## src/design/lbp_consts.svh

```systemverilog
// Offsets, field positions, reset values and timing counts of the LED PWM.
// Assumes inclusion by bare name from the package and the module.
// What this block does
// - Breathing period counter sized 8, 7 or 6 bits
// - Counter wraps at 255, 127 or 63
// - Output on while counter below duty cycle
// - Control off clears prescaler, period, duty, interval and hold counters and ramp state
// - Rise duty by segment step at interval pace
// - Hold at upper limit for high hold time
// - Then fall by segment step at interval pace
// - At lower limit hold, then repeat forever
// - Symmetric: segment index is duty bits 7:5
// - Asymmetric: rising segments 0-3, falling 4-7
// - Asymmetric index: falling flag, duty bits 7:6
// - Segment n uses nibble n of step, interval
// - Blink prescaler runs on slow or main clock
// - Counter advances on prescaler zero, reload low delay
// - Low delay zero means no prescaling
// - Blink counter always eight bits
// - Blink frequency is clock over 256 times (ld+1)
// - Blink duty from lower limit, 00 off, ff on
// - Control value 3 forces output on
// - Blink uses only prescale, duty, control
// - Limit writes take effect at period end
// - Delay, step, interval copied when update enabled
`ifndef LBP_CONSTS_SVH
`define LBP_CONSTS_SVH

`define LBP_OFS_CFG       8'h00
`define LBP_OFS_LIM       8'h04
`define LBP_OFS_DLY       8'h08
`define LBP_OFS_STEP      8'h0c
`define LBP_OFS_INTV      8'h10
`define LBP_OFS_ODLY      8'h14
`define LBP_OFS_STAT      8'h18

`define LBP_CFG_CTRL_LSB  0
`define LBP_CFG_SRC_BIT   2
`define LBP_CFG_SIZE_LSB  4
`define LBP_CFG_UPD_BIT   6
`define LBP_CFG_RST_BIT   7
`define LBP_CFG_SYM_BIT   16
`define LBP_LIM_MIN_LSB   0
`define LBP_LIM_MAX_LSB   8
`define LBP_DLY_LD_LSB    0
`define LBP_DLY_HD_LSB    12

`define LBP_CTRL_OFF      2'h0
`define LBP_CTRL_BREATH   2'h1
`define LBP_CTRL_BLINK    2'h2
`define LBP_CTRL_ON       2'h3
`define LBP_SIZE_8        2'h0
`define LBP_SIZE_7        2'h1
`define LBP_SIZE_6        2'h2
`define LBP_MAX_8         8'hff
`define LBP_MAX_7         8'h7f
`define LBP_MAX_6         8'h3f

`define LBP_RST_LIM       16'h0000
`define LBP_RST_DLY       24'h000000
`define LBP_RST_WORD      32'h00000000

`define LBP_CLK_HZ        200000000
`define LBP_SLOW_HZ       32768
`define LBP_SLOW_DIV      (`LBP_CLK_HZ / `LBP_SLOW_HZ)

`endif

```

## src/design/lbp_pkg.sv

```systemverilog
// Types of the LED breathing and blinking PWM.
// Assumes lbp_consts.svh on the include path.
`include "lbp_consts.svh"

package lbp_pkg;

    typedef enum logic [3:0] {
        LBP_RISE    = 4'h1,
        LBP_HOLD_HI = 4'h2,
        LBP_FALL    = 4'h4,
        LBP_HOLD_LO = 4'h8
    } lbp_ramp_type;

    typedef struct packed {
        logic [1:0]   ctrl;
        logic         clk_src;
        logic [1:0]   size;
        logic         upd;
        logic         sym;
        logic [15:0]  lim_hold;
        logic [15:0]  lim;
        logic [23:0]  dly_hold;
        logic [23:0]  dly;
        logic [31:0]  step_hold;
        logic [31:0]  step;
        logic [31:0]  intv_hold;
        logic [31:0]  intv;
        logic [12:0]  tick_cnt;
        logic [11:0]  pre_cnt;
        logic [7:0]   pcnt;
        logic [7:0]   duty;
        logic [3:0]   icnt;
        logic [11:0]  hcnt;
        lbp_ramp_type ramp;
        logic         led;
        logic [31:0]  prdata;
    } lbp_state_type;

endpackage

```

## src/design/lbp_pwm.sv

```systemverilog
// LED breathing and blinking PWM with APB register slave.
// Assumes one 200 MHz clock; slow 32.768 kHz rate made by a divider.
`timescale 1ns/1ps
`default_nettype none
`include "lbp_consts.svh"

module lbp_pwm #(
    parameter logic [12:0] SLOW_TICK_DIV = 13'(`LBP_SLOW_DIV)
) (
    input  wire logic        pclk,
    input  wire logic        presetn,
    input  wire logic        psel,
    input  wire logic        penable,
    input  wire logic        pwrite,
    input  wire logic [7:0]  paddr,
    input  wire logic [31:0] pwdata,
    input  wire logic [3:0]  pstrb,
    output var  logic [31:0] prdata,
    output var  logic        pready,
    output var  logic        pslverr,
    output var  logic        led_out
);

    lbp_pkg::lbp_state_type q_reg;
    lbp_pkg::lbp_state_type q_next;

    function automatic logic [31:0] merge(input logic [31:0] old, input logic [31:0] wd,
                                          input logic [3:0] strb);
        logic [31:0] r;
        r = old;
        for (int i = 0; i < 4; i++) begin
            if (strb[i]) begin
                r[i*8 +: 8] = wd[i*8 +: 8];
            end
        end
        return r;
    endfunction

    function automatic logic [7:0] size_max(input logic [1:0] sz);
        logic [7:0] m;
        unique case (sz)
            `LBP_SIZE_7: m = `LBP_MAX_7;
            `LBP_SIZE_6: m = `LBP_MAX_6;
            default:     m = `LBP_MAX_8;
        endcase
        return m;
    endfunction

    function automatic logic mapped(input logic [7:0] a);
        return a == `LBP_OFS_CFG || a == `LBP_OFS_LIM || a == `LBP_OFS_DLY
            || a == `LBP_OFS_STEP || a == `LBP_OFS_INTV || a == `LBP_OFS_ODLY
            || a == `LBP_OFS_STAT;
    endfunction

    logic [31:0] cfg_word;
    logic [7:0]  lim_min;
    logic [7:0]  lim_max;
    logic [11:0] ld_val;
    logic [11:0] hd_val;
    logic        breath;
    logic        blink;
    logic        slow_tick;
    logic        src_tick;
    logic        adv;
    logic        pend;
    logic [7:0]  pmax;
    logic [2:0]  seg;
    logic [3:0]  stp;
    logic [3:0]  itv;
    logic [8:0]  sum;
    logic [8:0]  floor_lvl;
    logic        acc;
    logic [31:0] wr_cfg;
    logic        soft_clr;

    always_comb begin
        cfg_word = '0;
        cfg_word[`LBP_CFG_CTRL_LSB +: 2] = q_reg.ctrl;
        cfg_word[`LBP_CFG_SRC_BIT]       = q_reg.clk_src;
        cfg_word[`LBP_CFG_SIZE_LSB +: 2] = q_reg.size;
        cfg_word[`LBP_CFG_UPD_BIT]       = q_reg.upd;
        cfg_word[`LBP_CFG_SYM_BIT]       = q_reg.sym;
    end

    assign lim_min = q_reg.lim[`LBP_LIM_MIN_LSB +: 8];
    assign lim_max = q_reg.lim[`LBP_LIM_MAX_LSB +: 8];
    assign ld_val  = q_reg.dly[`LBP_DLY_LD_LSB +: 12];
    assign hd_val  = q_reg.dly[`LBP_DLY_HD_LSB +: 12];
    assign breath  = q_reg.ctrl == `LBP_CTRL_BREATH;
    assign blink   = q_reg.ctrl == `LBP_CTRL_BLINK;
    assign acc     = psel && penable;
    assign soft_clr = acc && pwrite && paddr == `LBP_OFS_CFG && wr_cfg[`LBP_CFG_RST_BIT];

    assign pready  = 1'b1;
    assign pslverr = acc && !mapped(paddr);
    assign prdata  = q_reg.prdata;
    assign led_out = q_reg.led;

    always_comb begin
        q_next    = q_reg;
        slow_tick = q_reg.tick_cnt == SLOW_TICK_DIV - 13'h0001;
        // Breathing always paces on the slow clock
        src_tick  = (blink && q_reg.clk_src) ? 1'b1 : slow_tick;
        pmax      = breath ? size_max(q_reg.size) : `LBP_MAX_8;
        // Prescaler: counter steps when it reads zero
        adv       = breath ? src_tick : (blink && src_tick && q_reg.pre_cnt == 12'h000);
        pend      = adv && q_reg.pcnt == pmax;
        // Config bit set selects asymmetric segments
        seg       = q_reg.sym ? {q_reg.ramp == lbp_pkg::LBP_FALL, q_reg.duty[7:6]}
                  : q_reg.duty[7:5];
        stp       = q_reg.step[{seg, 2'b00} +: 4];
        itv       = q_reg.intv[{seg, 2'b00} +: 4];
        sum       = {1'b0, q_reg.duty} + {5'h00, stp};
        floor_lvl = {1'b0, lim_min} + {5'h00, stp};
        wr_cfg    = merge(cfg_word, pwdata, pstrb);

        q_next.tick_cnt = slow_tick ? 13'h0000 : q_reg.tick_cnt + 13'h0001;

        if (blink && src_tick) begin
            q_next.pre_cnt = (q_reg.pre_cnt == 12'h000) ? ld_val
                           : q_reg.pre_cnt - 12'h001;
        end
        if (adv) begin
            q_next.pcnt = pend ? 8'h00 : q_reg.pcnt + 8'h01;
        end

        if (pend) begin
            q_next.lim = q_reg.lim_hold;
            if (q_reg.upd) begin
                q_next.dly  = q_reg.dly_hold;
                q_next.step = q_reg.step_hold;
                q_next.intv = q_reg.intv_hold;
            end
        end

        // Ramp engine ticks once per period
        if (pend && breath) begin
            unique case (q_reg.ramp)
                lbp_pkg::LBP_RISE: begin
                    if (q_reg.icnt >= itv) begin
                        q_next.icnt = 4'h0;
                        if (sum >= {1'b0, lim_max}) begin
                            q_next.duty = lim_max;
                            q_next.hcnt = hd_val;
                            q_next.ramp = lbp_pkg::LBP_HOLD_HI;
                        end else begin
                            q_next.duty = sum[7:0];
                        end
                    end else begin
                        q_next.icnt = q_reg.icnt + 4'h1;
                    end
                end
                lbp_pkg::LBP_HOLD_HI: begin
                    if (q_reg.hcnt == 12'h000) begin
                        q_next.ramp = lbp_pkg::LBP_FALL;
                    end else begin
                        q_next.hcnt = q_reg.hcnt - 12'h001;
                    end
                end
                lbp_pkg::LBP_FALL: begin
                    if (q_reg.icnt >= itv) begin
                        q_next.icnt = 4'h0;
                        if ({1'b0, q_reg.duty} <= floor_lvl) begin
                            q_next.duty = lim_min;
                            q_next.hcnt = ld_val;
                            q_next.ramp = lbp_pkg::LBP_HOLD_LO;
                        end else begin
                            q_next.duty = q_reg.duty - {4'h0, stp};
                        end
                    end else begin
                        q_next.icnt = q_reg.icnt + 4'h1;
                    end
                end
                lbp_pkg::LBP_HOLD_LO: begin
                    if (q_reg.hcnt == 12'h000) begin
                        q_next.ramp = lbp_pkg::LBP_RISE;
                    end else begin
                        q_next.hcnt = q_reg.hcnt - 12'h001;
                    end
                end
            endcase
        end

        // Off clears the counters and ramp; slow-tick divider keeps running
        if (q_reg.ctrl == `LBP_CTRL_OFF) begin
            q_next.pre_cnt = 12'h000;
            q_next.pcnt    = 8'h00;
            q_next.duty    = 8'h00;
            q_next.icnt    = 4'h0;
            q_next.hcnt    = 12'h000;
            q_next.ramp    = lbp_pkg::LBP_RISE;
        end

        // Read data staged in the setup cycle
        if (psel && !penable && !pwrite) begin
            unique case (paddr)
                `LBP_OFS_CFG:  q_next.prdata = cfg_word;
                `LBP_OFS_LIM:  q_next.prdata = {16'h0000, q_reg.lim_hold};
                `LBP_OFS_DLY:  q_next.prdata = {8'h00, q_reg.dly_hold};
                `LBP_OFS_STEP: q_next.prdata = q_reg.step_hold;
                `LBP_OFS_INTV: q_next.prdata = q_reg.intv_hold;
                `LBP_OFS_STAT: q_next.prdata = {4'h0, q_reg.ramp, 8'h00,
                                                q_reg.pcnt, q_reg.duty};
                default:       q_next.prdata = 32'h00000000;
            endcase
        end

        if (acc && pwrite) begin
            unique case (paddr)
                `LBP_OFS_CFG: begin
                    q_next.ctrl    = wr_cfg[`LBP_CFG_CTRL_LSB +: 2];
                    q_next.clk_src = wr_cfg[`LBP_CFG_SRC_BIT];
                    q_next.size    = wr_cfg[`LBP_CFG_SIZE_LSB +: 2];
                    q_next.upd     = wr_cfg[`LBP_CFG_UPD_BIT];
                    q_next.sym     = wr_cfg[`LBP_CFG_SYM_BIT];
                    if (wr_cfg[`LBP_CFG_RST_BIT]) begin
                        q_next = '0;
                        q_next.ramp = lbp_pkg::LBP_RISE;
                    end
                end
                `LBP_OFS_LIM: begin
                    q_next.lim_hold = 16'(merge({16'h0000, q_reg.lim_hold}, pwdata, pstrb));
                end
                `LBP_OFS_DLY: begin
                    q_next.dly_hold = 24'(merge({8'h00, q_reg.dly_hold}, pwdata, pstrb));
                end
                `LBP_OFS_STEP: q_next.step_hold = merge(q_reg.step_hold, pwdata, pstrb);
                `LBP_OFS_INTV: q_next.intv_hold = merge(q_reg.intv_hold, pwdata, pstrb);
                default: ;
            endcase
        end

        // Output follows the updated counter and duty
        unique case (q_next.ctrl)
            `LBP_CTRL_BREATH: q_next.led = q_next.pcnt < q_next.duty;
            `LBP_CTRL_BLINK:  q_next.led = (q_next.lim[7:0] == 8'hff)
                                         || (q_next.pcnt < q_next.lim[7:0]);
            `LBP_CTRL_ON:     q_next.led = 1'b1;
            default:          q_next.led = 1'b0;
        endcase
    end

    always_ff @(posedge pclk or negedge presetn) begin
        if (!presetn) begin
            q_reg      <= '0;
            q_reg.ramp <= lbp_pkg::LBP_RISE;
        end else begin
            q_reg <= q_next;
        end
    end
endmodule

`default_nettype wire

```

## config.mk

```make
export PLATFORM = sky130hd
export DESIGN_NAME = lbp_pwm
export DESIGN_NICKNAME = d
export VERILOG_FILES = /design/src/design/lbp_pkg.sv /design/src/design/lbp_pwm.sv
export VERILOG_INCLUDE_DIRS = /design/src /design/src/design
export SDC_FILE = /design/constraint.sdc
export NUM_CORES = 1
export LEC_CHECK = 0
export BUFFER_PORTS_ARGS = -buffer_cell sky130_fd_sc_hd__clkbuf_2
export CAP_MARGIN = 10
export CORE_MARGIN = 8
export CORE_UTILIZATION = 55
export CTS_CLUSTER_DIAMETER = 100
export DETAILED_ROUTE_END_ITERATION = 16
export PLACE_DENSITY = 0.71
export SYNTH_ARGS = -nofsm -noshare
export SYNTH_HDL_FRONTEND = slang
export SYNTH_SLANG_ARGS = --single-unit
```

## constraint.sdc

```tcl
create_clock -name pclk -period 16.9 [get_ports pclk]
set_input_delay 1.69 -clock pclk [delete_from_list [all_inputs] [get_ports pclk]]
set_output_delay 1.69 -clock pclk [all_outputs]
set_load 0.05 [all_outputs]
```

-- After elaboration in Yosys (flattened, before gate mapping)
Index checks and enable logic that the tools add are counted.
- $add $sub $neg: 8
- $lt $le $gt $ge: 5
- equal/unequal tests: 34
- shift-type cells: 2
- multiplexer cells: 53
- reduce and logical (&&, ||, !) cells: 45
- operator list (operator ; number):
    309-bit 2-to-1 mux ; 2
    32-bit 2-to-1 mux ; 6
    32-bit case mux with 6 select lines ; 1
    32-bit case mux with 2 select lines ; 2
    126-bit 2-to-1 mux ; 1
    16-bit 2-to-1 mux ; 6
    8-bit 2-to-1 mux ; 12
    24-bit 2-to-1 mux ; 3
    16-bit case mux with 4 select lines ; 1
    32-bit by 6-bit indexed part select with 4-bit output ; 2
    4-bit AND reduction ; 13
    48-bit 2-to-1 mux ; 1
    24-bit case mux with 2 select lines ; 1
    12-bit 2-to-1 mux ; 3
    16-bit case mux with 2 select lines ; 1
    28-bit 2-to-1 mux ; 1
    2-bit != test, second input constant ; 14
    8-bit by 5-bit equality test with 1-bit output, second input constant ; 3
    12-bit zero test ; 2
    12-bit case mux with 2 select lines ; 1
    12-bit by 1-bit subtractor with 12-bit output, second input constant ; 2
    8-bit by 4-bit adder with 9-bit output ; 2
    8-bit by 4-bit equality test with 1-bit output, second input constant ; 2
    8-bit less-than comparator ; 2
    31 further kinds ; 63
- register bits after elaboration: 309
- bits of input ports: 49
- output and inout bits: 35
- word-level logic and storage cells: 178

-- Depth between registers and ports, before layout
- word-level depth: 16
- depth in mapped cells: 28
- depth with buffers taken out: 27

-- Worst setup path after synthesis
Ideal clock, no wire load.
- kind: reg2reg
- start: register q_reg (netlist bit cfg_word[16])
- end: register q_reg (netlist bit led_out)
- setup time: 0.090 ns
- arrival time: 6.135 ns
- data required time: 16.810 ns
- slack: 10.675 ns
- cell stages (with the launch flop): 26
- buffers on the path: 3
- period minus slack after synthesis: 6.225 ns
- path through: dfrtp_1 -> clkbuf_1 -> mux2i_2 -> buf_2 -> mux4_2 -> mux2_2 -> ha_1 -> fa_1 -> nand3_1 -> and2_1 -> nor2_1 -> xor2_1 -> ha_1 -> a21o_1 -> a21o_1 -> a211oi_1 -> buf_2 -> inv_1 -> a211oi_1 -> a211oi_1 -> ha_1 -> a21o_1 -> a21o_1 -> a2111oi_0 -> o211ai_1 -> o221ai_1
- RTL lines (element ; RTL line ; source):
    start: declaration ; lbp_pwm.sv:24 ; lbp_pkg::lbp_state_type q_reg;
    start signal: assignment ; lbp_pwm.sv:248 ; q_reg <= q_next;

==> key figures <==
Timing
  • Fmax: 0.153 GHz
  • Final setup viols: 0
  • Final hold vios: 0
  • Fin crit share: 0.388
  • Clock Skews: about 0.021 ns
  • RSZ-0062 raised after global routing: false
  • Final setup margin: between 10 and 15 ns
  • Least-Margin Pin Slew: between 1 and 1.5 ns
  • Tmin final: 6.55 ns
  • Pins Over Slew Limit: 0
  • Final setup TNS: 0 ns
  • Max transition margin: 0.213

Drt
  • DRC: 0
  • Via count: 13556
  • DRT iter0 DRCs: 1364
  • Wirelength per Cell: 23.8 um
  • Final WL: between 50000 and 60000 um
  • Drt via density: 6.31
  • Post-DRT Antenna Nets: 0
  • First-pass DRT Iterations: 9

Clock tree
  • Num CTS Buffers: 36
  • H-Tree Depth: 2
  • Post-CTS sizing: 0
  • Setup repair bufs after CTS: 0
  • Root buffer cell: clkbuf_16
  • Clock Latency Late Sink: 0.53 ns
  • CTS Buffer Depth: 3
  • Post-CTS Hold Fix Bufs: 0
  • CTS tree: yes
  • Clock sink count: 309
  • Worst-path clk slew: 0.06 ns

Final layout
  • Area Growth Syn to Fin: 9.13%
  • Fillers: around 2500
  • N_diodes: 0
  • Register area: 7730 um2
  • Final nets: 1833
  • Multi-input logic area: 8450 um2
  • Max FFs per register: 229
  • Layout cells sized above 1: 0.133

Floorplan
  • Ports: 84
  • Row Count: 64
  • Die H: 192 um
  • Core area: 30500 um2
  • Die area: 36900 um2
  • Die X: 192 um
  • Initial Util: 0.558

Logic synthesis
  • Primary FF master, synth: dfrtp_1
  • Multiplexer share of the synthesized area: 0.112
  • Syn Nets: 1826
  • Largest family of logic cells by synthesized area: compound AO/OA/AOI/OAI gates
  • Ranking of synthesized cells by area: dfrtp_1 (45%), mux2i_1 (7.5%), nor2_1 (5.6%), ha_1 (3.9%), nand2_1 (3.6%)
  • Netlist cell types: 88
  • Adder-cell share of the synthesized area: 0.0425
  • Post-Syn Instances: 1721
  • Synth async-reset ratio: 1.00
  • Post-synth top area cell: dfrtp_1
  • Avg Inst Size Synth: a little under 10 um2
  • Yosys warnings: 0
  • Compound-cell area share of the yosys netlist: 0.158
  • Post-synthesis sequential area ratio: 0.454
  • FF+latch count, synth: 309
  • Area share of and/or/nand/nor cells after synthesis: 0.158
  • Post-synth top cells: dfrtp_1 (308), nor2_1 (252), nand2_1 (162)
  • Most numerous cell in the Yosys netlist: dfrtp_1
  • Share of the synthesized area in the top cell type: 0.453
  • Netlist Area Pre-Place: between 15000 and 20000 um2
  • Post-synth EDFFs: 0
  • Post-Synth XOR/XNOR Area: 0.0231

Worst setup path
  • Critical Path Source Type: register
  • CP max FO: 9
  • Worst r2r src: q_reg[34]
  • Crit end category: register
  • Crit Path Category: register to register
  • Worst Path Required: 17.33 ns
  • Reg2reg setup slack: 10.35 ns
  • Worst EP arrival: 6.98 ns
  • Worst r2r path cells: 26
  • Reg2reg end: led_out

Hold path
  • Hold Crit Start: q_reg[256]
  • Min-delay worst type: register to register
  • Endpoint, Worst Hold: q_reg[256]
  • Hold path depth: 2

Pwr
  • Ratio of total power to cell area: 86.0 nW/um2
  • Peak supply drop: 0.125 mV
  • Leakage power: about 0.008 uW

Job
  • Max-Cap Viols: 0

GRT
  • Global route overflow: 0
  • First-pass GRT wire length: 79200 um
  • Tot GR Track Use: 0.279
  • Vias in the first global route: between 10000 and 15000
  • Largest net degree at the start of global routing: about 190
  • Initial antenna violation count: 1

Place
  • GPL Wtd Cong: 0.923
  • Hpwl dp: between 30000 and 40000 um
  • Pre-CTS setup slack: 10.22 ns
  • PortBufs: 82

Status
  • Status: finished, final reports clean
-- critical path, stage by stage, from the launching register on --
cell       delay (ns)
dfrtp_1          0.49
nand2b_1         0.18
nor3_2           0.04
buf_4            0.20
mux2i_1          0.66
mux2_2           0.35
ha_1             0.18
inv_1            0.06
fa_1             0.42
nand2b_1         0.18
a21oi_1          0.22
nand3_1          0.12
xor2_1           0.16
ha_1             0.31
o211a_1          0.15
a211oi_1         0.06
or3_1            0.37
nor2_1           0.49
nor2_1           0.10
a211oi_1         0.30
a211oi_1         0.11
ha_1             0.33
a21o_1           0.16
a21o_1           0.17
a2111oi_0        0.40
o211ai_1         0.16
o221ai_1         0.10
-- metrics by stage --
step           instances   util  cell area (um2)  power (uW)  hold slack (ns)
2_1_floorplan       1721      -            17000         800            0.459
3_3_place_gp        2084  0.570            17400         834            0.491
3_5_place_dp        2084  0.570            17400         835            0.498
4_1_cts             2145  0.609            18600        1610            0.509
5_1_grt             2147  0.609            18600        1650            0.532
6_report            2147  0.609            18600        1600            0.510
-- cell families (layout without fill, tap and decap cells) --
logic type / Yosys count / after routing
xor+xnor: 45 / 45
simple gates: 581 / 581
other cells: 1 / 1
flops: 309 / 309
buf+inv: 175 / 205
compound gates: 392 / 392
fa+ha+maj: 56 / 56
mux: 162 / 162
-- metal layers --
layer	wire length, um	vias up	track usage
met5	10	-	0
met4	1830	2	0.103
met2	22300	612	0.409
met1	22200	6684	0.392
li1	-	6149	-
met3	4790	109	0.0770
-- where the power goes --
| group | internal [uW] | leakage, uW | total [uW] | switching, uW |
|---|---|---|---|---|
| Combinational | 19.4 | 0.00366 | 60.4 | 41.0 |
| Clock | 465 | 0.000574 | 777 | 312 |
| Sequential | 750 | 0.00377 | 761 | 11.3 |
-- worst max path at each step --
stage                             from  endpoint  slack [ns]  depth (start not counted)
after floorplan           cfg_word[16]   led_out       10.67                         25
after global placement        paddr[3]   led_out       10.33                         15
after detailed placement      paddr[3]   led_out       10.22                         15
after CTS                    q_reg[34]   led_out       10.38                         26
after global routing         q_reg[34]   led_out        9.93                         26
final                        q_reg[34]   led_out       10.35                         26
-- cell usage in the layout (no fill, tap or decap), drive strengths merged, types with 24 or more instances in the layout --
cell	netlist	layout
clkbuf	57	134
dfrtp	308	308
inv	45	47
nand3	26	26
a22o	68	68
a21oi	105	105
o21ai	85	85
nand2	163	163
xor2	25	25
nor2	254	254
ha	53	53
mux2i	129	129
nor3	24	24
-- cell type report --
type                       count  area share
clock buffer                  52      0.0565
clock inverter                 9     0.00700
inverter                      45     0.00909
multi-input combinational   1237       0.454
sequential                   309       0.416
tap                          396      0.0267
timing repair buffer          99      0.0302
Note: power is estimated with default switching activity, not from simulation.
